`src/hw/cirp_defines.svh`:
```
// Purpose: Offsets, field positions, reset values and indexes of the CAN register port.
// Assumes: One special-function page holds every window register.
// Notes:   Definitions only; included by bare name.
`ifndef CIRP_DEFINES_SVH
`define CIRP_DEFINES_SVH

// ----------------------------------------------------------------------
// Special-function addresses
// ----------------------------------------------------------------------
`define CIRP_PAGE          8'h01
`define CIRP_ADDR_LOW      8'hD8
`define CIRP_ADDR_HIGH     8'hD9
`define CIRP_ADDR_INDEX    8'hDA
`define CIRP_ADDR_TEST     8'hDB
`define CIRP_ADDR_CTRL     8'hF8
`define CIRP_ADDR_STAT     8'hC0

// ----------------------------------------------------------------------
// Controller register indexes
// ----------------------------------------------------------------------
`define CIRP_IDX_CTRL      8'h00
`define CIRP_IDX_STAT      8'h01
`define CIRP_IDX_TEST      8'h05
`define CIRP_IF1_FIRST     8'h08
`define CIRP_IF1_LAST      8'h12
`define CIRP_IF2_FIRST     8'h20
`define CIRP_IF2_LAST      8'h2A

// ----------------------------------------------------------------------
// Fields and reset values
// ----------------------------------------------------------------------
`define CIRP_IRQ_BIT       4
`define CIRP_RST_WORD      16'h0001
`define CIRP_RST_HIGH      8'h00
`define CIRP_RST_INDEX     8'h00

`endif

```
`src/hw/cirp_pkg.sv`:
```
// Purpose: Types shared by the CAN register port modules.
// Assumes: Constants come from cirp_defines.svh.
// Notes:   Each module keeps all of its state in one packed struct.
`default_nettype none

package cirp_pkg;

    // ------------------------------------------------------------------
    // Decoded access target
    // ------------------------------------------------------------------
    typedef enum logic [2:0] {
        ACC_NONE  = 3'h0,
        ACC_LOW   = 3'h1,
        ACC_HIGH  = 3'h2,
        ACC_INDEX = 3'h3,
        ACC_CTRL  = 3'h4,
        ACC_TEST  = 3'h5,
        ACC_STAT  = 3'h6
    } cirp_acc_t;

    // ------------------------------------------------------------------
    // Module state
    // ------------------------------------------------------------------
    typedef struct packed {
        logic [7:0]  high;
        logic [7:0]  rdata;
        logic        rvalid;
        logic        irq_flag;
        logic        we;
        logic [7:0]  waddr;
        logic [15:0] wdata;
        logic [1:0]  wbe;
    } cirp_top_t;

    typedef struct packed {
        logic [7:0] ptr;
    } cirp_ptr_t;

endpackage

`default_nettype wire

```
`src/hw/cirp_ptr_if.sv`:
```
// Purpose: Carrier between the window decode and the index pointer.
// Assumes: Single clock domain.
// Notes:   load and inc are one-cycle pulses.
`default_nettype none

interface cirp_ptr_if;
    logic       load;
    logic [7:0] load_val;
    logic       inc;
    logic [7:0] ptr;

    modport owner (
        input  load,
        input  load_val,
        input  inc,
        output ptr
    );

    modport user (
        output load,
        output load_val,
        output inc,
        input  ptr
    );
endinterface

`default_nettype wire

```
`src/hw/cirp_index_ptr.sv`:
```
// Purpose: Index pointer with auto-increment over the message-interface ranges.
// Assumes: load and inc never arrive in the same cycle.
// Notes:   A load wins if both are seen.
`include "cirp_defines.svh"
`default_nettype none

module cirp_index_ptr
    import cirp_pkg::*;
(
    input  wire logic  clock,
    input  wire logic  reset,
    cirp_ptr_if.owner  bus
);

    cirp_ptr_t st_q;
    cirp_ptr_t st_d;
    logic      in_range;

    // ------------------------------------------------------------------
    // Pointer update
    // ------------------------------------------------------------------
    always_comb begin
        in_range = ((st_q.ptr >= `CIRP_IF1_FIRST) && (st_q.ptr <= `CIRP_IF1_LAST)) ||
                   ((st_q.ptr >= `CIRP_IF2_FIRST) && (st_q.ptr <= `CIRP_IF2_LAST));
        st_d = st_q;
        if (bus.load) begin
            st_d.ptr = bus.load_val;
        end else if (bus.inc && in_range) begin
            st_d.ptr = st_q.ptr + 8'h01;
        end
    end

    always_ff @(posedge clock or posedge reset) begin
        if (reset) begin
            st_q <= '{ptr: `CIRP_RST_INDEX};
        end else begin
            st_q <= st_d;
        end
    end

    assign bus.ptr = st_q.ptr;
endmodule

`default_nettype wire

```
`src/hw/cirp_top.sv`:
```
// Purpose: Special-function window onto the registers of an embedded CAN controller.
// Assumes: One access per cycle; sfr_rd and sfr_wr never together.
// Notes:   Controller reads are combinational on ctl_raddr; writes leave registered.
`include "cirp_defines.svh"
`default_nettype none

// Operation
// - index pointer selects register for data pair
// - pointer advances after low write in ranges
// - low data byte at 0xD8, resets 0x01
// - index pointer at 0xDA, resets zero
// - interrupt flag is read-only control bit four
// - flag clears only when controller interrupts clear
// - control register directly at 0xF8
// - direct and indexed paths reach same register
// - status register directly at 0xC0
module cirp_top
    import cirp_pkg::*;
(
    input  wire logic        clock,
    input  wire logic        reset,
    input  wire logic [7:0]  sfr_addr,
    input  wire logic [7:0]  sfr_page,
    input  wire logic        sfr_wr,
    input  wire logic        sfr_rd,
    input  wire logic [7:0]  sfr_wdata,
    output logic      [7:0]  sfr_rdata,
    output logic             sfr_rvalid,
    output logic      [7:0]  ctl_raddr,
    input  wire logic [15:0] ctl_rdata,
    output logic             ctl_we,
    output logic      [7:0]  ctl_waddr,
    output logic      [15:0] ctl_wdata,
    output logic      [1:0]  ctl_wbe,
    input  wire logic        ctl_irq_pending
);

    // ------------------------------------------------------------------
    // State
    // ------------------------------------------------------------------
    localparam cirp_top_t TOP_RST = '{
        high:     `CIRP_RST_HIGH,
        rdata:    8'h00,
        rvalid:   1'b0,
        irq_flag: 1'b0,
        we:       1'b0,
        waddr:    `CIRP_IDX_CTRL,
        wdata:    `CIRP_RST_WORD,
        wbe:      2'b00
    };

    cirp_top_t  st_q;
    cirp_top_t  st_d;
    cirp_acc_t  acc;
    logic [7:0] sel_idx;
    logic [7:0] rd_low;

    cirp_ptr_if ptr_bus ();

    cirp_index_ptr u_ptr (
        .clock (clock),
        .reset (reset),
        .bus   (ptr_bus)
    );

    // ------------------------------------------------------------------
    // Address decode
    // ------------------------------------------------------------------
    // Any page other than the window page, or an address not listed,
    // decodes to nothing: writes are dropped and reads return zero.
    always_comb begin
        acc = ACC_NONE;
        if (sfr_page == `CIRP_PAGE) begin
            case (sfr_addr)
                `CIRP_ADDR_LOW:   acc = ACC_LOW;
                `CIRP_ADDR_HIGH:  acc = ACC_HIGH;
                `CIRP_ADDR_INDEX: acc = ACC_INDEX;
                `CIRP_ADDR_CTRL:  acc = ACC_CTRL;
                `CIRP_ADDR_TEST:  acc = ACC_TEST;
                `CIRP_ADDR_STAT:  acc = ACC_STAT;
                default:          acc = ACC_NONE;
            endcase
        end
    end

    // ------------------------------------------------------------------
    // Controller register selection
    // ------------------------------------------------------------------
    // Direct windows map onto the same controller indexes the pointer
    // would use, so no shadow copy can drift from the controller.
    always_comb begin
        case (acc)
            ACC_CTRL: sel_idx = `CIRP_IDX_CTRL;
            ACC_TEST: sel_idx = `CIRP_IDX_TEST;
            ACC_STAT: sel_idx = `CIRP_IDX_STAT;
            default:  sel_idx = ptr_bus.ptr;
        endcase
    end

    assign ctl_raddr = sel_idx;

    // The flag bit is owned here, not by the controller's stored word.
    always_comb begin
        rd_low = ctl_rdata[7:0];
        if (sel_idx == `CIRP_IDX_CTRL) begin
            rd_low[`CIRP_IRQ_BIT] = st_q.irq_flag;
        end
    end

    // ------------------------------------------------------------------
    // Next state
    // ------------------------------------------------------------------
    always_comb begin
        st_d        = st_q;
        st_d.rvalid = 1'b0;
        st_d.we     = 1'b0;

        // The flag follows the controller's combined pending level, so it
        // drops only once every source inside the controller is cleared.
        st_d.irq_flag = ctl_irq_pending;

        if (sfr_rd) begin
            st_d.rvalid = 1'b1;
            case (acc)
                ACC_LOW:   st_d.rdata = rd_low;
                ACC_HIGH:  st_d.rdata = ctl_rdata[15:8];
                ACC_INDEX: st_d.rdata = ptr_bus.ptr;
                ACC_CTRL:  st_d.rdata = rd_low;
                ACC_TEST:  st_d.rdata = rd_low;
                ACC_STAT:  st_d.rdata = rd_low;
                default:   st_d.rdata = 8'h00;
            endcase
        end

        if (sfr_wr) begin
            case (acc)
                ACC_HIGH: begin
                    st_d.high = sfr_wdata;
                end
                ACC_LOW: begin
                    st_d.we    = 1'b1;
                    st_d.waddr = ptr_bus.ptr;
                    st_d.wdata = {st_q.high, sfr_wdata};
                    st_d.wbe   = 2'b11;
                end
                ACC_CTRL, ACC_TEST, ACC_STAT: begin
                    st_d.we    = 1'b1;
                    st_d.waddr = sel_idx;
                    st_d.wdata = {8'h00, sfr_wdata};
                    st_d.wbe   = 2'b01;
                end
                default: begin
                    st_d.we = 1'b0;
                end
            endcase
        end

        // Writes to the flag position never reach the controller.
        if (st_d.we && (st_d.waddr == `CIRP_IDX_CTRL)) begin
            st_d.wdata[`CIRP_IRQ_BIT] = 1'b0;
        end
    end

    always_ff @(posedge clock or posedge reset) begin
        if (reset) begin
            st_q <= TOP_RST;
        end else begin
            st_q <= st_d;
        end
    end

    // ------------------------------------------------------------------
    // Pointer control
    // ------------------------------------------------------------------
    assign ptr_bus.load     = sfr_wr && (acc == ACC_INDEX);
    assign ptr_bus.load_val = sfr_wdata;
    assign ptr_bus.inc      = sfr_wr && (acc == ACC_LOW);

    // ------------------------------------------------------------------
    // Outputs
    // ------------------------------------------------------------------
    assign sfr_rdata  = st_q.rdata;
    assign sfr_rvalid = st_q.rvalid;
    assign ctl_we     = st_q.we;
    assign ctl_waddr  = st_q.waddr;
    assign ctl_wdata  = st_q.wdata;
    assign ctl_wbe    = st_q.wbe;
endmodule

`default_nettype wire

```
`config.mk`:
```
export PLATFORM = sky130hd
export DESIGN_NAME = cirp_top
export DESIGN_NICKNAME = d
export VERILOG_FILES = /design/src/hw/cirp_pkg.sv /design/src/hw/cirp_ptr_if.sv /design/src/hw/cirp_index_ptr.sv /design/src/hw/cirp_top.sv
export VERILOG_INCLUDE_DIRS = /design/src /design/src/hw
export SDC_FILE = /design/constraint.sdc
export NUM_CORES = 1
export LEC_CHECK = 0
export ABC_AREA = 1
export BUFFER_PORTS_ARGS = -buffer_cell sky130_fd_sc_hd__buf_2
export CAP_MARGIN = 20
export CORE_MARGIN = 5
export CORE_UTILIZATION = 35
export DETAILED_ROUTE_END_ITERATION = 10
export PLACE_DENSITY = 0.69
export RECOVER_POWER = 100
export SETUP_SLACK_MARGIN = 0.05
export SLEW_MARGIN = 40
export SYNTH_ARGS = -nofsm -noshare
export SYNTH_HDL_FRONTEND = slang
export SYNTH_SLANG_ARGS = --single-unit
```
`constraint.sdc`:
```
create_clock -name clock -period 1.75 [get_ports clock]
set_input_delay 0.35 -clock clock [delete_from_list [all_inputs] [get_ports clock]]
set_output_delay 0.35 -clock clock [all_outputs]
set_load 0.01 [all_outputs]
```
; Word level (Yosys, flattened, before mapping)
; Cells that the tools add are included.
[classes]
reduce_logical = 18
magnitude_cmp = 4
n_mux = 12
n_eq_ne = 13
n_addsub = 1
[op_table]
columns = op, n
row1 = 26-bit one-hot mux with 2 select lines, 1
row2 = "8-bit == test, second input constant", 6
row3 = 8-bit one-hot mux with 3 select lines, 2
row4 = 27-bit 2-to-1 mux, 1
row5 = 3-bit one-hot mux with 6 select lines, 1
row6 = 8-bit zero test, 2
row7 = 8-bit 2-to-1 mux, 2
row8 = "3-bit == test, second input constant", 3
row9 = "8-bit by 1-bit adder with 8-bit output, second input constant", 1
row10 = "8-bit by 1-bit == test with 1-bit output, second input constant", 1
row11 = "8-bit by 4-bit greater-or-equal comparator with 1-bit output, second input constant", 1
row12 = "8-bit by 6-bit greater-or-equal comparator with 1-bit output, second input constant", 1
row13 = "8-bit by 5-bit less-or-equal comparator with 1-bit output, second input constant", 1
row14 = "8-bit by 6-bit less-or-equal comparator with 1-bit output, second input constant", 1
row15 = "3-bit by 2-bit == test with 1-bit output, second input constant", 2
row16 = 1-bit logical AND, 6
row17 = 2-bit AND reduction, 3
row18 = 2-bit nonzero test, 3
row19 = 1-bit 2-to-1 mux, 4
row20 = 4-bit OR reduction, 1
row21 = "3-bit by 1-bit == test with 1-bit output, second input constant", 1
row22 = 3-bit 2-to-1 mux, 1
row23 = 3-bit nonzero test, 1
row24 = 3-bit OR reduction, 1
row25 = 1-bit logical OR, 1
[word_totals]
output_inout_bits = 44
regBits = 53
inputBits = 45
elab_cells = 58

; Longest topological paths before layout
; Gate-level depths: netlist of the first run.
[logic_depth]
ltp_word = 11
depth_mapped = 16
mapped_depth_nobuf = 16

; Hierarchy
; Synthesis of the first run repeated with hierarchy kept, for this count alone.
[unflattened]
cells_unflattened = 424
hier_area_um2 = 3243.1
[modules_own_cells]
columns = mod, seq_area_each_um2, cells_each, instances, area_each_um2
row1 = cirp_top, 1127.3, 335, 1, 2647.5
row2 = cirp_index_ptr, 200.2, 89, 1, 595.6

; Worst setup path after synthesis of the first run
; OpenSTA, ideal clock, no wires.
[synth_timing]
path_type = in2reg
startpoint = input port sfr_addr[5]
endpoint = register st_q (netlist bit sfr_rdata[4])
stages = 15
path_slack_ns = 0.007
n_path_buf = 1
setup_ns = 0.116
arrival_time_ns = 1.627
required_time_ns = 1.634
cell_sequence = inv_1 nand2_1 nor2_1 nand2_4 nand3_4 nand2_2 buf_4 o21ai_1 nor2_1 nand2_1 nand2_1 nand3_1 nand2_1 nand2_1 nand2_1
[synth_between]
elab_chain_len = 8
elab_cells_between_ends = 19
cone_classes = eq/ne: 12 / mux: 5 / reduce/logical: 2
[synth_lines]
columns = item, line_no
row1 = start: declaration, cirp_top.sv:22  ; input wire logic [7:0] sfr_addr,
row2 = 8-bit == test, cirp_top.sv:74  ; case (sfr_addr)
row3 = 3-bit one-hot mux with 6 select lines *, cirp_top.sv:74
row4 = 3-bit 2-to-1 mux *, cirp_top.sv:73  ; if (sfr_page == `CIRP_PAGE) begin
row5 = 3-bit == test, cirp_top.sv:92  ; case (acc)
row6 = 8-bit one-hot mux with 3 select lines *, cirp_top.sv:92
row7 = net ctl_raddr[0], cirp_top.sv:29  ; output logic [7:0] ctl_raddr,
row8 = 8-bit zero test (no source line) *, -
row9 = 1-bit 2-to-1 mux *, cirp_top.sv:105  ; if (sel_idx == `CIRP_IDX_CTRL) begin
row10 = 8-bit one-hot mux with 3 select lines *, cirp_top.sv:124  ; case (acc)
row11 = end signal: assignment, cirp_top.sv:168  ; st_q <= st_d;
row12 = end: declaration, cirp_top.sv:52  ; cirp_top_t st_q;
; The timed path passes the listed nets; every way through them passes the cells marked *.
; A chain may end at the register's enable or synchronous reset.

; Worst setup path in the final report of the first run
[layout_timing]
startpoint = input port sfr_addr[0]
endpoint = output port ctl_raddr[0]
[layout_between]
elab_chain_len = 5
elab_cells_between_ends = 12
cone_classes = eq/ne: 9 / mux: 3
[layout_lines]
columns = item, line_no
row1 = 8-bit == test, cirp_top.sv:74
row2 = 3-bit one-hot mux with 6 select lines *, cirp_top.sv:74
row3 = 3-bit 2-to-1 mux *, cirp_top.sv:73
row4 = 3-bit == test, cirp_top.sv:92
row5 = 8-bit one-hot mux with 3 select lines *, cirp_top.sv:92
row6 = end: declaration, cirp_top.sv:29
; Every way passes the cells marked *; elsewhere a longest branch is shown, timed or not.

==> flow_metrics.tcl, run 1 <==
set metrics [dict create \
    status "finished with violations" \
    violations "setup timing" \
    cts_hold_buf 0 \
    ys_top_cells_by_area "dfrtp_1 (42%), nand2_1 (8.6%), buf_4 (8.5%)" \
    synthesis.nets 431 \
    drive_above_1_share_pct 36.0 \
    finalSetupViolCount 2 \
    p_per_area_nw_per_um2 516 \
    track_usage_pct 15.1 \
    antenna_found_initial 0 \
    grt_max_degree 54 \
    synth_top_cell_area_share_pct 42.2 \
    grt_pass1_vias 2856 \
    h-tree-depth 2 \
    drt_iter0_markers 155 \
    path_clk_slew_ps 100 \
    setup_ws_ps -23.1 \
    fin_skew_ps 4.72 \
    die_height_um 104 \
    io_pins 89 \
    grt_setup_unrepaired "yes" \
    fin_setup_tns_ps -33.9 \
    gp_congestion 0.891 \
    first_pass_iters 4 \
    grt_remaining_overflow 0 \
    cp.arrival_ps 1420 \
    drt_wl_total_um 8870 \
    ys_seq_elements 53 \
    p_leak_nw 2.08 \
    vdd_drop_max_v 0.000336 \
    numCtsBuffers 5 \
    insertion_delay_ps 300 \
    reg2reg_from "u_ptr.bus.ptr[1]$_DFFE_PP0P_" \
    critical_path_class "in2out" \
    core_um2 8680 \
    yosys_warnings 0 \
    fp.dieW_um 104 \
    critPathRequiredTime_ps 1400 \
    slew_violations 0 \
    hp-class "in2reg" \
    finalPower_mw 2.09 \
    dpl_worst_slack_ps -169 \
    yosysMostFrequentCell "nand2_1" \
    layout_min_cycle_time_ps 1770 \
    die_area_um2 10800 \
    rows 34 \
    drv_cap 0 \
    yosysSeqAreaShare_pct 43.0 \
    relSlewSlack_pct 10.5 \
    hp-start "ctl_irq_pending" \
    crit_start "sfr_addr[0]" \
    cts_tree "built" \
    n_antenna_cell 0 \
    viasPerCell 4.76 \
    synth_top_flop_cell "dfrtp_1" \
    critPathCaptureType "primary output" \
    synth_edf_count 0 \
    cp_max_fo 5 \
    wire_per_inst_um 15.0 \
    tightest_slew_ps 1340 \
    route.vias.total 2813 \
    postRouteAntennaNets 0 \
    ys_types 40 \
    synth_async_sr_flop_share_pct 100 \
    finalHoldViolations 0 \
    grt_pass1_wl_um 13700 \
    nNetsFinal 529 \
    port-buffer-count 88 \
    clk_path_buf_depth 2 \
    finish.utilization_pct 46.7 \
    initial_utilization_pct 35.6 \
    fmax_mhz 564 \
    cts_root_buf "clkbuf_8" \
    synthCells 384 \
    yosys.area.top_type "dfrtp_1" \
    fin_crit_sh_pct 101 \
    drc 0 \
    syn_area_per_cell_um2 8.04 \
    startpoint_type "primary input" \
    synthesis.area_um2 3090 \
    area_growth_pct 31.4 \
    clock-sinks 53 \
    post-dp-hpwl_um 6100 \
    ys_top_cells_by_count "nand2_1 (71), inv_1 (57), dfrtp_1 (52), o21ai_0 (39), buf_4 (35)" \
]
cell type report:
| cell class | count | area [um2] |
|---|---|---|
| Inverter | 64 | 255 |
| Multi-Input combinational cell | 223 | 1400 |
| Sequential cell | 53 | 1330 |
| Clock inverter | 1 | 7.51 |
| Timing Repair Buffer | 135 | 857 |
| Fill cell | 874 | 4620 |
| Tap cell | 108 | 135 |
| Clock buffer | 7 | 76.3 |
state kept, by name (all words and copies together), names as in the netlist:
register       flops
ctl_waddr          8
ctl_wbe            2
sfr_rdata          8
ctl_we             1
st_q               9
u_ptr.bus.ptr      8
sfr_rvalid         1
ctl_wdata         16
path summary, 6_finish.rpt:
kind / end / slack, ps / cells after the start
min in group asynchronous: ctl_wdata[2]$_DFFE_PP0P_ / 490 / 3
max: ctl_raddr[0] / -20 / 10
max reg2reg: u_ptr.bus.ptr[1]$_DFFE_PP0P_ / 150 / 7
min: st_q[27]$_DFF_PP0_ / 150 / 1
max in group asynchronous: u_ptr.bus.ptr[0]$_DFFE_PP0P_ / 390 / 3
min reg2reg: ctl_wbe[1]$_DFFE_PP0P_ / 480 / 2
kinds of logic (layout without fill, tap and decap cells):
family / after synthesis / in the layout / synth area share, %
xor gates and xnor gates: 1 / 1 / 0.284
AOI/OAI and AO/OA: 68 / 68 / 12.4
muxes: 3 / 3 / 0.973
DFF: 53 / 53 / 43.0
and+or+nand+nor: 149 / 149 / 23.8
adders and majority gates: 2 / 2 / 0.811
buffers and inverters: 108 / 207 / 18.7
power breakdown:
part	internal, mW	total, mW	switching (mW)
clock network	0.285	0.696	0.412
registers	1.23	1.23	0.00132
logic	0.0648	0.166	0.101
total	1.58	2.09	0.514
cells in the final DEF (no fill, tap or decap), types with 7 or more instances in the layout:
master	Yosys	layout
nor2_1	33	25
nand2_2	6	11
dfrtp_1	52	51
buf_2	2	44
nand2_4	4	7
buf_4	35	40
o21ai_0	39	34
a21oi_1	14	7
buf_6	5	8
inv_2	6	9
inv_1	57	49
nand2_1	71	62
nand3_1	16	13
clkbuf_1	2	39
o21ai_1	4	7
per-layer routing:
layer  GRT usage [%]  share of wire (%)
met3            4.03                6.0
met5               0                  0
met1            19.5                 42
met2            25.1                 50
met4            4.16                1.6
metrics by stage:
stage	hold slack [ps]	area, um2	cells
floorplan	381	3090	384
global placement	421	3630	569
detailed placement	425	3630	569
CTS	90.2	3870	583
global route	140	4060	591
finish	148	4060	591
critical path, cell delays in order:
cell and delay (ps):
buf_2 120, inv_2 80, nand2_4 80, nor2_4 100
nand2_4 80, nand3_4 100, nand2_4 90, buf_12 150
o21ai_4 150, buf_6 120
repair_timing:
action | 4_1_cts | 5_1_grt
hold endpoints to repair | 0 | 0
endpoints found under the setup margin | 9 | 40
pin swaps | 15 | 17
resized for setup | 30 | 49
gates cloned | 1 | 0
buffers inserted | 6 | 8
(Power assumes the default switching activity.)
==> run 2: changes to the inputs <==
--- a/config.mk
+++ b/config.mk
@@ -9,12 +9,11 @@
 export ABC_AREA = 1
 export BUFFER_PORTS_ARGS = -buffer_cell sky130_fd_sc_hd__buf_2
 export CAP_MARGIN = 20
-export CORE_MARGIN = 5
+export CORE_MARGIN = 10
 export CORE_UTILIZATION = 35
 export DETAILED_ROUTE_END_ITERATION = 10
-export PLACE_DENSITY = 0.69
 export RECOVER_POWER = 100
-export SETUP_SLACK_MARGIN = 0.05
+export SETUP_SLACK_MARGIN = 0.4
 export SLEW_MARGIN = 40
 export SYNTH_ARGS = -nofsm -noshare
 export SYNTH_HDL_FRONTEND = slang
==> flow_metrics.tcl, run 2 (same netlist as run 1, synthesis figures left out) <==
set metrics [dict create \
    rr_worst_depth 7 \
    grt_pass1_wl_um 15300 \
    power_switching_mw 0.585 \
    relSlewSlack_pct 38.4 \
    cp_cell_sequence "buf_12, inv_12, nand2_4, nor2_4, nand3_4, nor2_8, buf_6, nand2_4, o21ai_4, buf_6" \
    grt_setup_unrepaired "yes" \
    cp_num_buf_inv 4 \
    numCtsBuffers 5 \
    final_common_cell "nand2_1" \
    cts_root_buf "clkbuf_8" \
    cp_max_fo 3 \
    hp-class "in2reg" \
    area_growth_pct 52.8 \
    p_leak_nw 2.31 \
    first_pass_iters 4 \
    critPathRequiredTime_ps 1400 \
    finalSetupViolCount 0 \
    drt_wl_total_um 9950 \
    final_area_um2 4720 \
    placed_cells 567 \
    track_usage_pct 14.4 \
    die_height_um 114 \
    drt_iter0_markers 192 \
    nNetsFinal 545 \
    fillCellCount 797 \
    p_seq_share_pct 55.9 \
    cts_hold_buf 0 \
    clock-sinks 53 \
    status "complete, no violations" \
    fin_skew_ps 15.6 \
    crit_slowest_cell "o21ai_4" \
    finalPower_mw 2.20 \
    slowest_delay_ps 150 \
    fin_crit_sh_pct 98.7 \
    drive_above_1_share_pct 47.7 \
    critical_path_class "in2out" \
    cp.arrival_ps 1380 \
    initial_utilization_pct 35.7 \
    p_per_area_nw_per_um2 466 \
    h-tree-depth 2 \
    startpoint_type "primary input" \
    clkPwrFrac_pct 34.7 \
    grt_pass1_vias 3064 \
    drv_cap 0 \
    n_antenna_cell 0 \
    cp_num_cells 10 \
    layout_min_cycle_time_ps 1730 \
    route.vias.total 2915 \
    wire_per_inst_um 16.4 \
    die_area_um2 13000 \
    p_int_mw 1.61 \
    finish.utilization_pct 54.6 \
    port-buffer-count 88 \
    drc 0 \
    fp.dieW_um 114 \
    fin_cells 607 \
    antenna_found_initial 0 \
    grt_max_degree 22 \
    placed_area_um2 3750 \
    largest_reg_flops 16 \
    vdd_drop_max_v 0.000306 \
    core_um2 8640 \
    combPwrFrac_pct 9.4 \
    rows 34 \
    critPathCaptureType "primary output" \
    grt_remaining_overflow 0 \
    viasPerCell 4.80 \
    cts_tree "built" \
    insertion_delay_ps 320 \
    gp_congestion 0.875 \
    whs_path_depth 1 \
    post-dp-hpwl_um 6670 \
    path_delay_family "simple AND/OR/NAND/NOR gates" \
    most-common-layout-cells "nand2_1 (53), dfrtp_1 (52), clkbuf_1 (39), inv_1 (37), buf_6 (34)" \
    slew_violations 0 \
    finalHoldViolations 0 \
    tightest_slew_ps 919 \
    io_pins 89 \
    holdWs_ps 142 \
    sw_frac_of_total_pct 26.6 \
    fmax_mhz 579 \
    postRouteAntennaNets 0 \
    clk_path_buf_depth 2 \
    path_clk_slew_ps 100 \
]
==> run 2: timing repair <==
item / in CTS / in global routing
pin swaps: 25 / 27
buffers inserted: 16 / 8
cloned: 7 / 1
resized for setup: 80 / 92
endpoints found under the setup margin: 56 / 60
==> run 2: final timing paths <==
path / from / to / slack (ps)
setup / recovery: sfr_addr[5] / ctl_raddr[2] / 20
hold / removal: ctl_irq_pending / st_q[27]$_DFF_PP0_ / 140
setup reg to reg: u_ptr.bus.ptr[3]$_DFFE_PP0P_ / u_ptr.bus.ptr[0]$_DFFE_PP0P_ / 200
hold reg to reg: ctl_wbe[1]$_DFFE_PP0P_ / ctl_wbe[1]$_DFFE_PP0P_ / 490
max in group asynchronous: reset / st_q[38]$_DFFE_PP0P_ / 390
min in group asynchronous: reset / ctl_wdata[2]$_DFFE_PP0P_ / 170
==> run 2: layout make-up <==
class                      count  area, um2  share of cell area [%]
clock inverter                 3       28.8                   0.610
clock buffer                   5       68.8                    1.46
timing repair inverter         1       11.3                   0.239
tap                          108        135                    2.87
multi-input combinational    227       1760                    37.2
timing repair buffer         146       1100                    23.4
inverter                      64        287                    6.08
sequential                    53       1330                    28.2
==> run 2: layer usage <==
metal / global-route usage [%] / vias up / routed length (um)
met5: 0 / - / 0
met4: 4.34 / 0 / 205
met3: 3.57 / 21 / 646
met2: 25.0 / 102 / 5010
met1: 17.2 / 1378 / 4100
li1: - / 1414 / -
==> run 2: power groups by stage <==
stage / clock network, mW / registers [mW] / logic, mW
after floorplan: 0 / 1.25 / 0.0730
after global placement: 0 / 1.25 / 0.159
after detailed placement: 0 / 1.25 / 0.162
after CTS: 0.788 / 1.23 / 0.194
after global routing: 0.832 / 1.23 / 0.228
final: 0.764 / 1.23 / 0.207
==> run 2: worst reg2reg max path: cells and delay by family, from the launching register on <==
family / cells / cell delay, ps
buffers and inverters: 1 / 60
muxes: 1 / 260
and+or+nand+nor: 4 / 370
AOI/OAI and AO/OA: 1 / 310
DFF: 1 / 450
==> run 2: per-stage QoR <==
stage | setup TNS, ps | worst slack [ps]
after floorplan | 0 | 89.7
after global placement | -3080 | -132
after detailed placement | -5210 | -190
after CTS | 0 | 18.6
after global routing | -83.2 | -60.3
final | 0 | 22.2
